## config.mk

```make
export PLATFORM = sky130hd
export DESIGN_NAME = tu_global_cfg
export DESIGN_NICKNAME = d
export VERILOG_FILES = /design/src/tu_pkg.sv /design/src/tu_global_cfg.sv
export SDC_FILE = /design/constraint.sdc
export NUM_CORES = 1
export LEC_CHECK = 0
export BUFFER_PORTS_ARGS = -buffer_cell sky130_fd_sc_hd__buf_2
export CAP_MARGIN = 5
export CORE_ASPECT_RATIO = 0.5
export CORE_MARGIN = 10
export CORE_UTILIZATION = 48
export DETAILED_ROUTE_END_ITERATION = 8
export PLACE_DENSITY = 0.8
export SLEW_MARGIN = 30
export SYNTH_ARGS = -nofsm -noshare
export SYNTH_HDL_FRONTEND = slang
export SYNTH_SLANG_ARGS = --single-unit
```

## constraint.sdc

```tcl
create_clock -name CLK -period 1.9 [get_ports CLK]
set_clock_uncertainty 0.1 [all_clocks]
set_input_delay 0.475 -clock CLK [delete_from_list [all_inputs] [get_ports CLK]]
set_output_delay 0.475 -clock CLK [all_outputs]
set_load 0.03 [all_outputs]
```

## src/tu_pkg.sv

```systemverilog
/*
 * constants, field layouts and reset values of the translation unit's
 * global configuration block.
 * assumes a 25 MHz system clock and a 32-bit AXI4-Lite register port.
 */
package tu_pkg;

	// clock and sync timing
	localparam int CLK_NS      = 40;
	localparam int SYNC_NS     = 160;
	localparam int SYNC_CYCLES = (SYNC_NS + CLK_NS - 1) / CLK_NS;
	localparam int SYNC_CNT_W  = 3;

	// implemented resources
	localparam int NUM_CB   = 8;
	localparam int NUM_IRPT = 8;
	localparam int NUM_SMRG = 16;

	// implementation choices
	localparam logic STALL_SUPPORTED      = 1'b1;
	localparam logic SECURITY_ATTR_OVERRIDE_RO_PROGRAMMABLE = 1'b1;
	localparam logic SECURITY_ATTR_OVERRIDE_RO_FIXED       = 1'b0;
	localparam logic IRQ_COUNT_WRITABLE   = 1'b1;
	localparam logic WIDE_VA_RESET        = 1'b0;

	// register byte offsets
	localparam logic [7:0] OFS_CTRL        = 8'h00;
	localparam logic [7:0] OFS_CTRL_NS     = 8'h04;
	localparam logic [7:0] OFS_SCFG1       = 8'h08;
	localparam logic [7:0] OFS_SYNC        = 8'h0c;
	localparam logic [7:0] OFS_CB_SCHEME   = 8'h10;
	localparam logic [7:0] OFS_CB_SECURITY = 8'h14;

	// bus answers and protection bit carrying the non-secure flag
	localparam logic [1:0] RESP_OKAY   = 2'h0;
	localparam logic [1:0] RESP_SLVERR = 2'h2;
	localparam int         PROT_NS_BIT = 1;

	// main control register, one copy per security state
	typedef struct packed {
		logic [1:0] security_attr_override;    // [19:18]
		logic       stall_disable;             // [17]
		logic       extended_stream_id_enable; // [16]
		logic [1:0] transient_hint_override;   // [15:14]
		logic [1:0] write_alloc_override;      // [13:12]
		logic [1:0] read_alloc_override;       // [11:10]
		logic [1:0] shareability_override;     // [9:8]
		logic       spare;                     // [7]
		logic       memtype_override_enable;   // [6]
		logic       global_stall_enable;       // [5]
		logic       config_fault_abort_enable; // [4]
		logic       config_fault_irq_enable;   // [3]
		logic       global_fault_abort_enable; // [2]
		logic       global_fault_irq_enable;   // [1]
		logic       client_disable_bypass;     // [0]
	} tu_ctrl_s;

	localparam int CTRL_W = $bits(tu_ctrl_s);

	localparam tu_ctrl_s CTRL_RESET = '{
		security_attr_override:    2'h0,
		stall_disable:             1'h0,
		extended_stream_id_enable: 1'h0,
		transient_hint_override:   2'h0,
		write_alloc_override:      2'h0,
		read_alloc_override:       2'h0,
		shareability_override:     2'h0,
		spare:                     1'h0,
		memtype_override_enable:   1'h0,
		global_stall_enable:       1'h0,
		config_fault_abort_enable: 1'h0,
		config_fault_irq_enable:   1'h0,
		global_fault_abort_enable: 1'h0,
		global_fault_irq_enable:   1'h0,
		client_disable_bypass:     1'h1
	};

	// secure configuration register 1
	typedef struct packed {
		logic       secure_fetch_restrict;       // [28]
		logic       secure_perfmon_enable;       // [27]
		logic       global_space_secure_only;    // [26]
		logic       global_fault_readonly;       // [25]
		logic       nonsecure_cfg_readonly;      // [24]
		logic [7:0] nonsecure_match_group_count; // [23:16]
		logic [7:0] nonsecure_irq_count;         // [15:8]
		logic [7:0] nonsecure_context_count;     // [7:0]
	} tu_cfg1_s;

	localparam int CFG1_W = $bits(tu_cfg1_s);

	localparam tu_cfg1_s CFG1_RESET = '{
		secure_fetch_restrict:       1'h0,
		secure_perfmon_enable:       1'h0,
		global_space_secure_only:    1'h0,
		global_fault_readonly:       1'h0,
		nonsecure_cfg_readonly:      SECURITY_ATTR_OVERRIDE_RO_FIXED,
		nonsecure_match_group_count: 8'(NUM_SMRG),
		nonsecure_irq_count:         8'(NUM_IRPT),
		nonsecure_context_count:     8'(NUM_CB)
	};

endpackage
```

## src/tu_global_cfg.sv

```systemverilog
/*
 * global configuration and status bank of a memory translation unit:
 * secure and non-secure control copies, secure configuration register 1,
 * global invalidate sync status and per-context scheme select.
 * assumes an AXI4-Lite master on CLK; prot bit 1 marks non-secure access.
 */
`timescale 1ns/1ns
module tu_global_cfg
	import tu_pkg::*;
(
	input  wire logic              CLK,         // system clock
	input  wire logic              RESET,       // sync reset, active high
	input  wire logic [7:0]        AWADDR,      // write address
	input  wire logic [2:0]        AWPROT,      // write protection
	input  wire logic              AWVALID,     // write address valid
	output logic                   AWREADY,     // write address ready
	input  wire logic [31:0]       WDATA,       // write data
	input  wire logic [3:0]        WSTRB,       // write byte strobes
	input  wire logic              WVALID,      // write data valid
	output logic                   WREADY,      // write data ready
	output logic [1:0]             BRESP,       // write response
	output logic                   BVALID,      // write response valid
	input  wire logic              BREADY,      // write response ready
	input  wire logic [7:0]        ARADDR,      // read address
	input  wire logic [2:0]        ARPROT,      // read protection
	input  wire logic              ARVALID,     // read address valid
	output logic                   ARREADY,     // read address ready
	output logic [31:0]            RDATA,       // read data
	output logic [1:0]             RRESP,       // read response
	output logic                   RVALID,      // read data valid
	input  wire logic              RREADY,      // read data ready
	output tu_ctrl_s               S_CTRL,      // secure control copy
	output tu_ctrl_s               NS_CTRL,     // non-secure control copy
	output tu_cfg1_s               CFG1,        // secure configuration 1
	output logic [NUM_CB-1:0]      WIDE_VA,     // per-context scheme select
	output logic [NUM_CB-1:0]      CB_SECURE,   // per-context security
	output logic                   SYNC_ACTIVE  // global sync in progress
);

	localparam int SYNC_WAIT = SYNC_CYCLES;

	logic              aw_got;
	logic              w_got;
	logic [7:0]        wr_addr;
	logic              wr_ns;
	logic [31:0]       wr_data;
	logic [3:0]        wr_strb;
	logic              wr_do;
	logic              wr_err;
	logic              rd_do;
	logic              rd_err;
	logic [31:0]       rd_word;
	logic              next_aw_got;
	logic              next_w_got;
	logic              next_bvalid;
	logic              next_rvalid;
	logic [SYNC_CNT_W-1:0] sync_cnt;
	logic              sync_start;
	logic [NUM_CB-1:0] sec_flip;
	logic              ctrl_ok;
	logic [31:0]       m_s, m_ns, m_cfg, m_va, m_sec;

	// byte-lane merge of a write into a stored word
	function automatic logic [31:0] merge(input logic [31:0] old,
		input logic [31:0] d, input logic [3:0] s);
		logic [31:0] r;
		r = old;
		for (int i = 0; i < 4; i++)
		begin
			if (s[i])
				r[8*i +: 8] = d[8*i +: 8];
		end
		return r;
	endfunction

	// access check: secure-only registers refuse non-secure masters
	function automatic logic refuse(input logic [7:0] a, input logic ns,
		input logic gate);
		logic r;
		r = 1'b1;
		case (a)
			OFS_CTRL, OFS_SYNC, OFS_CB_SCHEME:
				r = ns & gate;
			OFS_CTRL_NS, OFS_SCFG1, OFS_CB_SECURITY:
				r = ns;
			default:
				r = 1'b1;
		endcase
		return r;
	endfunction

	// write path: address and data may come in either order
	assign wr_do  = aw_got && w_got && !BVALID;
	assign wr_err = refuse(wr_addr, wr_ns, CFG1.global_space_secure_only);
	assign rd_do  = ARVALID && ARREADY;
	assign rd_err = refuse({ARADDR[7:2], 2'h0}, ARPROT[PROT_NS_BIT],
		CFG1.global_space_secure_only);
	assign sync_start = wr_do && !wr_err && wr_addr == OFS_SYNC;
	assign ctrl_ok    = wr_do && !wr_err;

	// merged words per target; a call result cannot be part-selected
	assign m_s   = merge(32'(S_CTRL), wr_data, wr_strb);
	assign m_ns  = merge(32'(NS_CTRL), wr_data, wr_strb);
	assign m_cfg = merge(32'(CFG1), wr_data, wr_strb);
	assign m_va  = merge(32'(WIDE_VA), wr_data, wr_strb);
	assign m_sec = merge(32'(CB_SECURE), wr_data, wr_strb);

	// next handshake state, used so that every ready comes from a flop
	always_comb
	begin
		next_aw_got = aw_got;
		next_w_got  = w_got;
		if (AWVALID && AWREADY)
			next_aw_got = 1'b1;
		if (WVALID && WREADY)
			next_w_got = 1'b1;
		if (wr_do)
		begin
			next_aw_got = 1'b0;
			next_w_got  = 1'b0;
		end
		next_bvalid = wr_do || (BVALID && !BREADY);
		next_rvalid = rd_do || (RVALID && !RREADY);
	end

	// write channel holding registers
	always_ff @(posedge CLK)
	begin
		if (RESET)
		begin
			aw_got  <= 1'b0;
			w_got   <= 1'b0;
			wr_addr <= 8'h00;
			wr_ns   <= 1'b0;
			wr_data <= 32'h0;
			wr_strb <= 4'h0;
			AWREADY <= 1'b0;
			WREADY  <= 1'b0;
			BVALID  <= 1'b0;
			BRESP   <= RESP_OKAY;
		end
		else
		begin
			aw_got  <= next_aw_got;
			w_got   <= next_w_got;
			if (AWVALID && AWREADY)
			begin
				wr_addr <= {AWADDR[7:2], 2'h0};
				wr_ns   <= AWPROT[PROT_NS_BIT];
			end
			if (WVALID && WREADY)
			begin
				wr_data <= WDATA;
				wr_strb <= WSTRB;
			end
			// ready drops while a response is pending: one write at a time
			AWREADY <= !next_aw_got && !next_bvalid;
			WREADY  <= !next_w_got && !next_bvalid;
			BVALID  <= next_bvalid;
			if (wr_do)
				BRESP <= wr_err ? RESP_SLVERR : RESP_OKAY;
		end
	end

	// read channel: data is sampled on the address handshake
	always_ff @(posedge CLK)
	begin
		if (RESET)
		begin
			ARREADY <= 1'b0;
			RVALID  <= 1'b0;
			RDATA   <= 32'h0;
			RRESP   <= RESP_OKAY;
		end
		else
		begin
			ARREADY <= !next_rvalid;
			RVALID  <= next_rvalid;
			if (rd_do)
			begin
				RDATA <= rd_err ? 32'h0 : rd_word;
				RRESP <= rd_err ? RESP_SLVERR : RESP_OKAY;
			end
		end
	end

	// read mux; unused upper bits read as zero
	always_comb
	begin
		rd_word = 32'h0;
		case (ARADDR[7:2])
			OFS_CTRL[7:2]:
				rd_word[CTRL_W-1:0] = ARPROT[PROT_NS_BIT] ? NS_CTRL : S_CTRL;
			OFS_CTRL_NS[7:2]:
				rd_word[CTRL_W-1:0] = NS_CTRL;
			OFS_SCFG1[7:2]:
				rd_word[CFG1_W-1:0] = CFG1;
			OFS_SYNC[7:2]:
				rd_word[0] = SYNC_ACTIVE;
			OFS_CB_SCHEME[7:2]:
				rd_word[NUM_CB-1:0] = WIDE_VA;
			OFS_CB_SECURITY[7:2]:
				rd_word[NUM_CB-1:0] = CB_SECURE;
			default:
				rd_word = 32'h0;
		endcase
	end

	// control copies; the plain offset is banked by the access's state
	always_ff @(posedge CLK)
	begin
		if (RESET)
		begin
			S_CTRL  <= CTRL_RESET;
			NS_CTRL <= CTRL_RESET;
		end
		else if (ctrl_ok && wr_addr == OFS_CTRL && !wr_ns)
			S_CTRL <= tu_ctrl_s'(m_s[CTRL_W-1:0]);
		else if (ctrl_ok && (wr_addr == OFS_CTRL_NS ||
			(wr_addr == OFS_CTRL && !CFG1.nonsecure_cfg_readonly)))
			NS_CTRL <= tu_ctrl_s'(m_ns[CTRL_W-1:0]);
	end

	// secure configuration register 1, secure writes only
	always_ff @(posedge CLK)
	begin
		if (RESET)
			CFG1 <= CFG1_RESET;
		else if (ctrl_ok && wr_addr == OFS_SCFG1)
		begin
			CFG1 <= tu_cfg1_s'(m_cfg[CFG1_W-1:0]);
			// hard-wired fields keep their values
			if (!SECURITY_ATTR_OVERRIDE_RO_PROGRAMMABLE)
				CFG1.nonsecure_cfg_readonly <= SECURITY_ATTR_OVERRIDE_RO_FIXED;
			if (!IRQ_COUNT_WRITABLE)
				CFG1.nonsecure_irq_count <= CFG1.nonsecure_irq_count;
		end
	end

	// global invalidate sync: a write starts it, a fixed count ends it
	always_ff @(posedge CLK)
	begin
		if (RESET)
		begin
			SYNC_ACTIVE <= 1'b0;
			sync_cnt    <= '0;
		end
		else if (sync_start)
		begin
			// a new request restarts the wait rather than being lost
			SYNC_ACTIVE <= 1'b1;
			sync_cnt    <= SYNC_CNT_W'(SYNC_CYCLES - 1);
		end
		else if (SYNC_ACTIVE)
		begin
			if (sync_cnt == '0)
				SYNC_ACTIVE <= 1'b0;
			else
				sync_cnt <= sync_cnt - 1'b1;
		end
	end

	// bits of context security that a write would change
	assign sec_flip = (ctrl_ok && wr_addr == OFS_CB_SECURITY) ?
		(m_sec[NUM_CB-1:0] ^ CB_SECURE) : '0;

	// per-context security state
	always_ff @(posedge CLK)
	begin
		if (RESET)
			CB_SECURE <= '0;
		else
			CB_SECURE <= CB_SECURE ^ sec_flip;
	end

	// scheme select; a context changing security loses it, so we
	// force the disabled value there instead of keeping stale state
	always_ff @(posedge CLK)
	begin
		if (RESET)
			WIDE_VA <= {NUM_CB{WIDE_VA_RESET}};
		else if (|sec_flip)
			WIDE_VA <= WIDE_VA & ~sec_flip;
		else if (ctrl_ok && wr_addr == OFS_CB_SCHEME)
			WIDE_VA <= m_va[NUM_CB-1:0];
	end

	// checks on reset state, bus timing and side effects
	property p_bypass_rst;
		@(posedge CLK) RESET |=> S_CTRL.client_disable_bypass &&
			NS_CTRL.client_disable_bypass;
	endproperty
	a_bypass_rst: assert property (p_bypass_rst)
		else $error("client bypass not set after reset");

	property p_fault_en_rst;
		@(posedge CLK) RESET |=> {S_CTRL[4:1], NS_CTRL[4:1]} == 8'h00;
	endproperty
	a_fault_en_rst: assert property (p_fault_en_rst)
		else $error("fault enables not clear after reset");

	property p_override_rst;
		@(posedge CLK) RESET |=> {S_CTRL, NS_CTRL} == {2{20'h00001}};
	endproperty
	a_override_rst: assert property (p_override_rst)
		else $error("override fields not clear after reset");

	property p_cfg1_rst;
		@(posedge CLK) RESET ##1 RESET |-> CFG1 == CFG1_RESET &&
			CFG1.nonsecure_context_count == 8'(NUM_CB) &&
			CFG1.nonsecure_irq_count == 8'(NUM_IRPT);
	endproperty
	a_cfg1_rst: assert property (p_cfg1_rst)
		else $error("secure configuration wrong after reset");

	property p_sync_rst;
		@(posedge CLK) RESET |=> !SYNC_ACTIVE;
	endproperty
	a_sync_rst: assert property (p_sync_rst)
		else $error("sync shown active after reset");

	property p_sync_len;
		@(posedge CLK) disable iff (RESET)
		sync_start ##1 (!sync_start)[*4] |-> ##1 !SYNC_ACTIVE;
	endproperty
	a_sync_len: assert property (p_sync_len)
		else $error("sync did not finish on time");

	property p_sync_hold;
		@(posedge CLK) disable iff (RESET)
		sync_start |=> SYNC_ACTIVE[*4];
	endproperty
	a_sync_hold: assert property (p_sync_hold)
		else $error("sync ended early");

	property p_sec_change;
		@(posedge CLK) disable iff (RESET)
		|sec_flip |=> (WIDE_VA & $past(sec_flip)) == '0 &&
			CB_SECURE != $past(CB_SECURE);
	endproperty
	a_sec_change: assert property (p_sec_change)
		else $error("scheme select kept across security change");

	property p_ns_refused;
		@(posedge CLK) disable iff (RESET)
		wr_do && wr_ns && CFG1.global_space_secure_only &&
			wr_addr == OFS_CTRL |=> BVALID && BRESP == RESP_SLVERR &&
			$stable(NS_CTRL);
	endproperty
	a_ns_refused: assert property (p_ns_refused)
		else $error("non-secure write accepted while secure only");

	property p_rd_time;
		@(posedge CLK) disable iff (RESET)
		rd_do |=> RVALID && (!$past(rd_err) ||
			RDATA == 32'h0 && RRESP == RESP_SLVERR);
	endproperty
	a_rd_time: assert property (p_rd_time)
		else $error("read answer late or refused read not zero");

	c_ns_write: cover property (@(posedge CLK) disable iff (RESET)
		ctrl_ok && wr_addr == OFS_CTRL && wr_ns);
	c_sync_busy: cover property (@(posedge CLK) disable iff (RESET)
		sync_start ##[1:SYNC_WAIT] sync_start);
	c_sec_flip: cover property (@(posedge CLK) disable iff (RESET)
		|sec_flip);
	c_bypass_off: cover property (@(posedge CLK) disable iff (RESET)
		$fell(S_CTRL.client_disable_bypass));

endmodule

```

==> key figures <==
Outcome
  – Status: finished clean

Clocking
  – Latest clock arrival within the worst-skew pair: 0.42 ns
  – CTS Hold Bufs: 0
  – CTS root buf: clkbuf_16
  – CTS tree: built
  – Clk sinks: ~170
  – Clock Tree Buf Depth: 2
  – Worst-path clk slew: 0.07 ns
  – H-Tree Depth: 4
  – Cts bufs inserted: 17

Synthesis
  – Post-synth EDFFs: 0
  – Flops & latches, synth: 167
  – Yosys warnings: 0
  – Asr flop ratio synth: 0%
  – Cells after Synth: 771
  – Cell Area, Synth: 7160 um^2
  – Seq/Total Area, Yosys: 46.7%
  – Synth area leader: dfxtp_1
  – Syn Area/Cell: 9.29 um^2
  – Top cells by area, synth: dfxtp_1 47%, mux2i_1 8.7%, nand2_1 4.9%, a21oi_1 4.1%, nand2b_1 3.7%
  – Post-synth top area share: 46.7%
  – Top FF cell, synth: dfxtp_1
  – Netlist cell types: 52

Placed design
  – Place WS: -0.350 ns
  – PortBufs: 175
  – Placed Area: 8480 um^2
  – Post-DP HPWL: 15800 um
  – Gpl congestion: 0.876
  – Cells after DPL: 1130

Pwr
  – Leakage power: 4.10 nW
  – Int Power: 5.72 mW
  – Max IR drop VDD: 0.000649 V
  – Power Density: 829 nW/um^2
  – Overall power: 7.60 mW
  – Sw frac: ~25%
  – Clock power frac: 46.0%
  – Seq pwr share: 47.7%
  – Comb power frac: 6.4%
  – Switch Pwr: 1.88 mW

Timing
  – RSZ-0062 raised after global routing: false
  – F_max: 561 MHz
  – Final Critical Period: 1.78 ns
  – Final worst slack: about 0.12 ns
  – # setup viols final: 0
  – Final period utilization: 93.9%
  – Max-slew violations: 0
  – Final hold vios: 0

Setup path
  – R2R depth: 5
  – CP arrival: 1.99 ns
  – Crit path kind: register to register
  – Critical Path Sink Type: register
  – Worst Path Max Fanout: 8
  – WP data required: 2.11 ns
  – Worst Setup Start Kind: register

Die
  – Core area: between 10000 and 15000 um^2
  – Initial Utilization: 49.2%
  – Top Ports: 192
  – Std-Cell Rows: 31
  – Die width: between 150 and 200 um
  – Die Ht: about 110 um
  – Die ar.: 20500 um^2

GRT
  – Grt total ovfl: 0
  – First-pass GRT wire length: 34600 um
  – Gr usage total: between 20% and 30%
  – Initial antenna violation count: 0
  – Largest net degree at the start of global routing: 115
  – Number of global-route vias before repair: 6457

Route
  – Via density: 5.61
  – Vias: 6569
  – Final ANT Viol Nets: 0
  – Final wirelength: 22500 um
  – Drt wl/cell: a little under 20 um
  – DRT Pass-1 Iters: 6
  – 1st-iter DRT viols: 464
  – # DRC: 0

Min path
  – Hold Path Class: input pin to register
  – WHS Path Cells: 3

Cells and area
  – Fillers: between 1k and 1.5k
  – Final instance area: just over 9000 um^2
  – Layout cells sized above 1: 31.3%
  – Final nets: just over 1k
  – Antenna cells: 0
  – Core Util, Final: between 60% and 70%
  – Final cell count without fillers: approximately 1.2k
  – Synth-to-Final Area Change: 28.1%

Run
  – Max-Cap Viols: 0
==> cell type report <==
class	instances	area (um^2)	share of cell area, %
multi-input combinational	539	3600	39.3
sequential	167	3350	36.5
timing repair buffer	230	1370	14.9
clock buffer	18	429	4.68
tap	198	248	2.70
clock inverter	14	160	1.75
inverter	5	18.8	0.205
==> state kept, by name (all words and copies together) (netlist names), 3 cells and up, named ones only <==
name	count
wr_addr	6
wr_strb	4
WIDE_VA	8
S_CTRL	20
CFG1	29
NS_CTRL	20
wr_data	29
sync_cnt	3
RDATA	29
==> cells in the final DEF, fill, tap and decap left out, drive strengths merged, types with 3 or more instances in the layout <==
cell type	n
a211oi	4
a21oi	58
a221o	7
a22o	16
a22oi	12
a31oi	16
and2	4
buf	230
clkbuf	18
clkinvlp	3
conb	5
dfxtp	167
inv	12
mux2	20
mux2i	62
nand2	93
nand2b	42
nand3	8
nand3b	17
nand4	27
nor2	50
nor2b	5
nor3	4
nor3b	10
nor4b	14
o21ai	30
o31ai	17
==> final timing paths <==
kind                               endpoint  slack [ns]      start
worst min-delay path            wr_data[23]        0.18  WDATA[23]
worst max-delay path             NS_CTRL[9]        0.12      w_got
worst max register to register   NS_CTRL[9]        0.12      w_got
worst min register to register     RDATA[8]        0.35   RDATA[8]
==> through the flow <==
stage          TNS (ns)  hold WS [ns]
2_1_floorplan     -1.01         0.336
3_3_place_gp      -6.87         0.331
3_5_place_dp      -8.59         0.337
4_1_cts               0         0.177
5_1_grt               0         0.177
6_report              0         0.182
==> kinds of logic (layout without fill, tap and decap cells) <==
kind of cell	count (synthesis)	count (layout)	share of synthesized area, %
AO/OA/AOI/OAI	169	169	15.2
multiplexers	82	82	11.8
other	1	5	0.0524
XOR/XNOR	1	1	0.122
adder cells (fa/ha/maj)	2	2	0.349
AND/OR/NAND/NOR	280	280	21.5
flip-flops	167	167	46.7
buffers and inverters	69	267	4.35
==> power groups by stage <==
| stage | combinational [mW] | clock (mW) | sequential [mW] |
|---|---|---|---|
| final | 0.484 | 3.49 | 3.62 |
| after detailed placement | 0.472 | 0 | 3.70 |
| after floorplan | 0.298 | 0 | 3.69 |
| after CTS | 0.475 | 3.53 | 3.62 |
| after global placement | 0.461 | 0 | 3.69 |
| after global routing | 0.521 | 3.72 | 3.63 |
==> timing repair <==
item	in CTS	in global routing
gates resized for setup	1	7
pin swaps	0	2
setup endpoints to repair	3	46
buffers inserted	0	9
==> per-layer routing <==
layer | routed length [um] | vias to the layer above | track usage [%]
li1 | - | 3145 | -
met1 | 9170 | 3116 | 25.5
met2 | 11000 | 272 | 36.3
met3 | 1840 | 36 | 4.89
met4 | 473 | 0 | 7.26
met5 | 0 | - | 0
==> synthesized netlist by cell type, drive strengths merged, types with 5 or more instances <==
library cell / count
dfxtp: 167
nand2: 93
mux2i: 62
a21oi: 58
nor2: 50
nand2b: 42
clkbuf: 41
o21ai: 30
nand4: 27
buf: 23
mux2: 20
nand3b: 17
o31ai: 17
a22o: 16
a31oi: 16
nor4b: 14
a22oi: 12
nor3b: 10
nand3: 8
a221o: 7
inv: 5
nor2b: 5
==> worst max-delay path: stages, from the launching register on <==
cell,delay [ns]
dfxtp_1,0.37
and3b_1,0.32
o2111a_1,0.35
nand4_2,0.18
buf_4,0.23
mux2i_1,0.12
No activity file was read; power rests on OpenSTA's default activity.
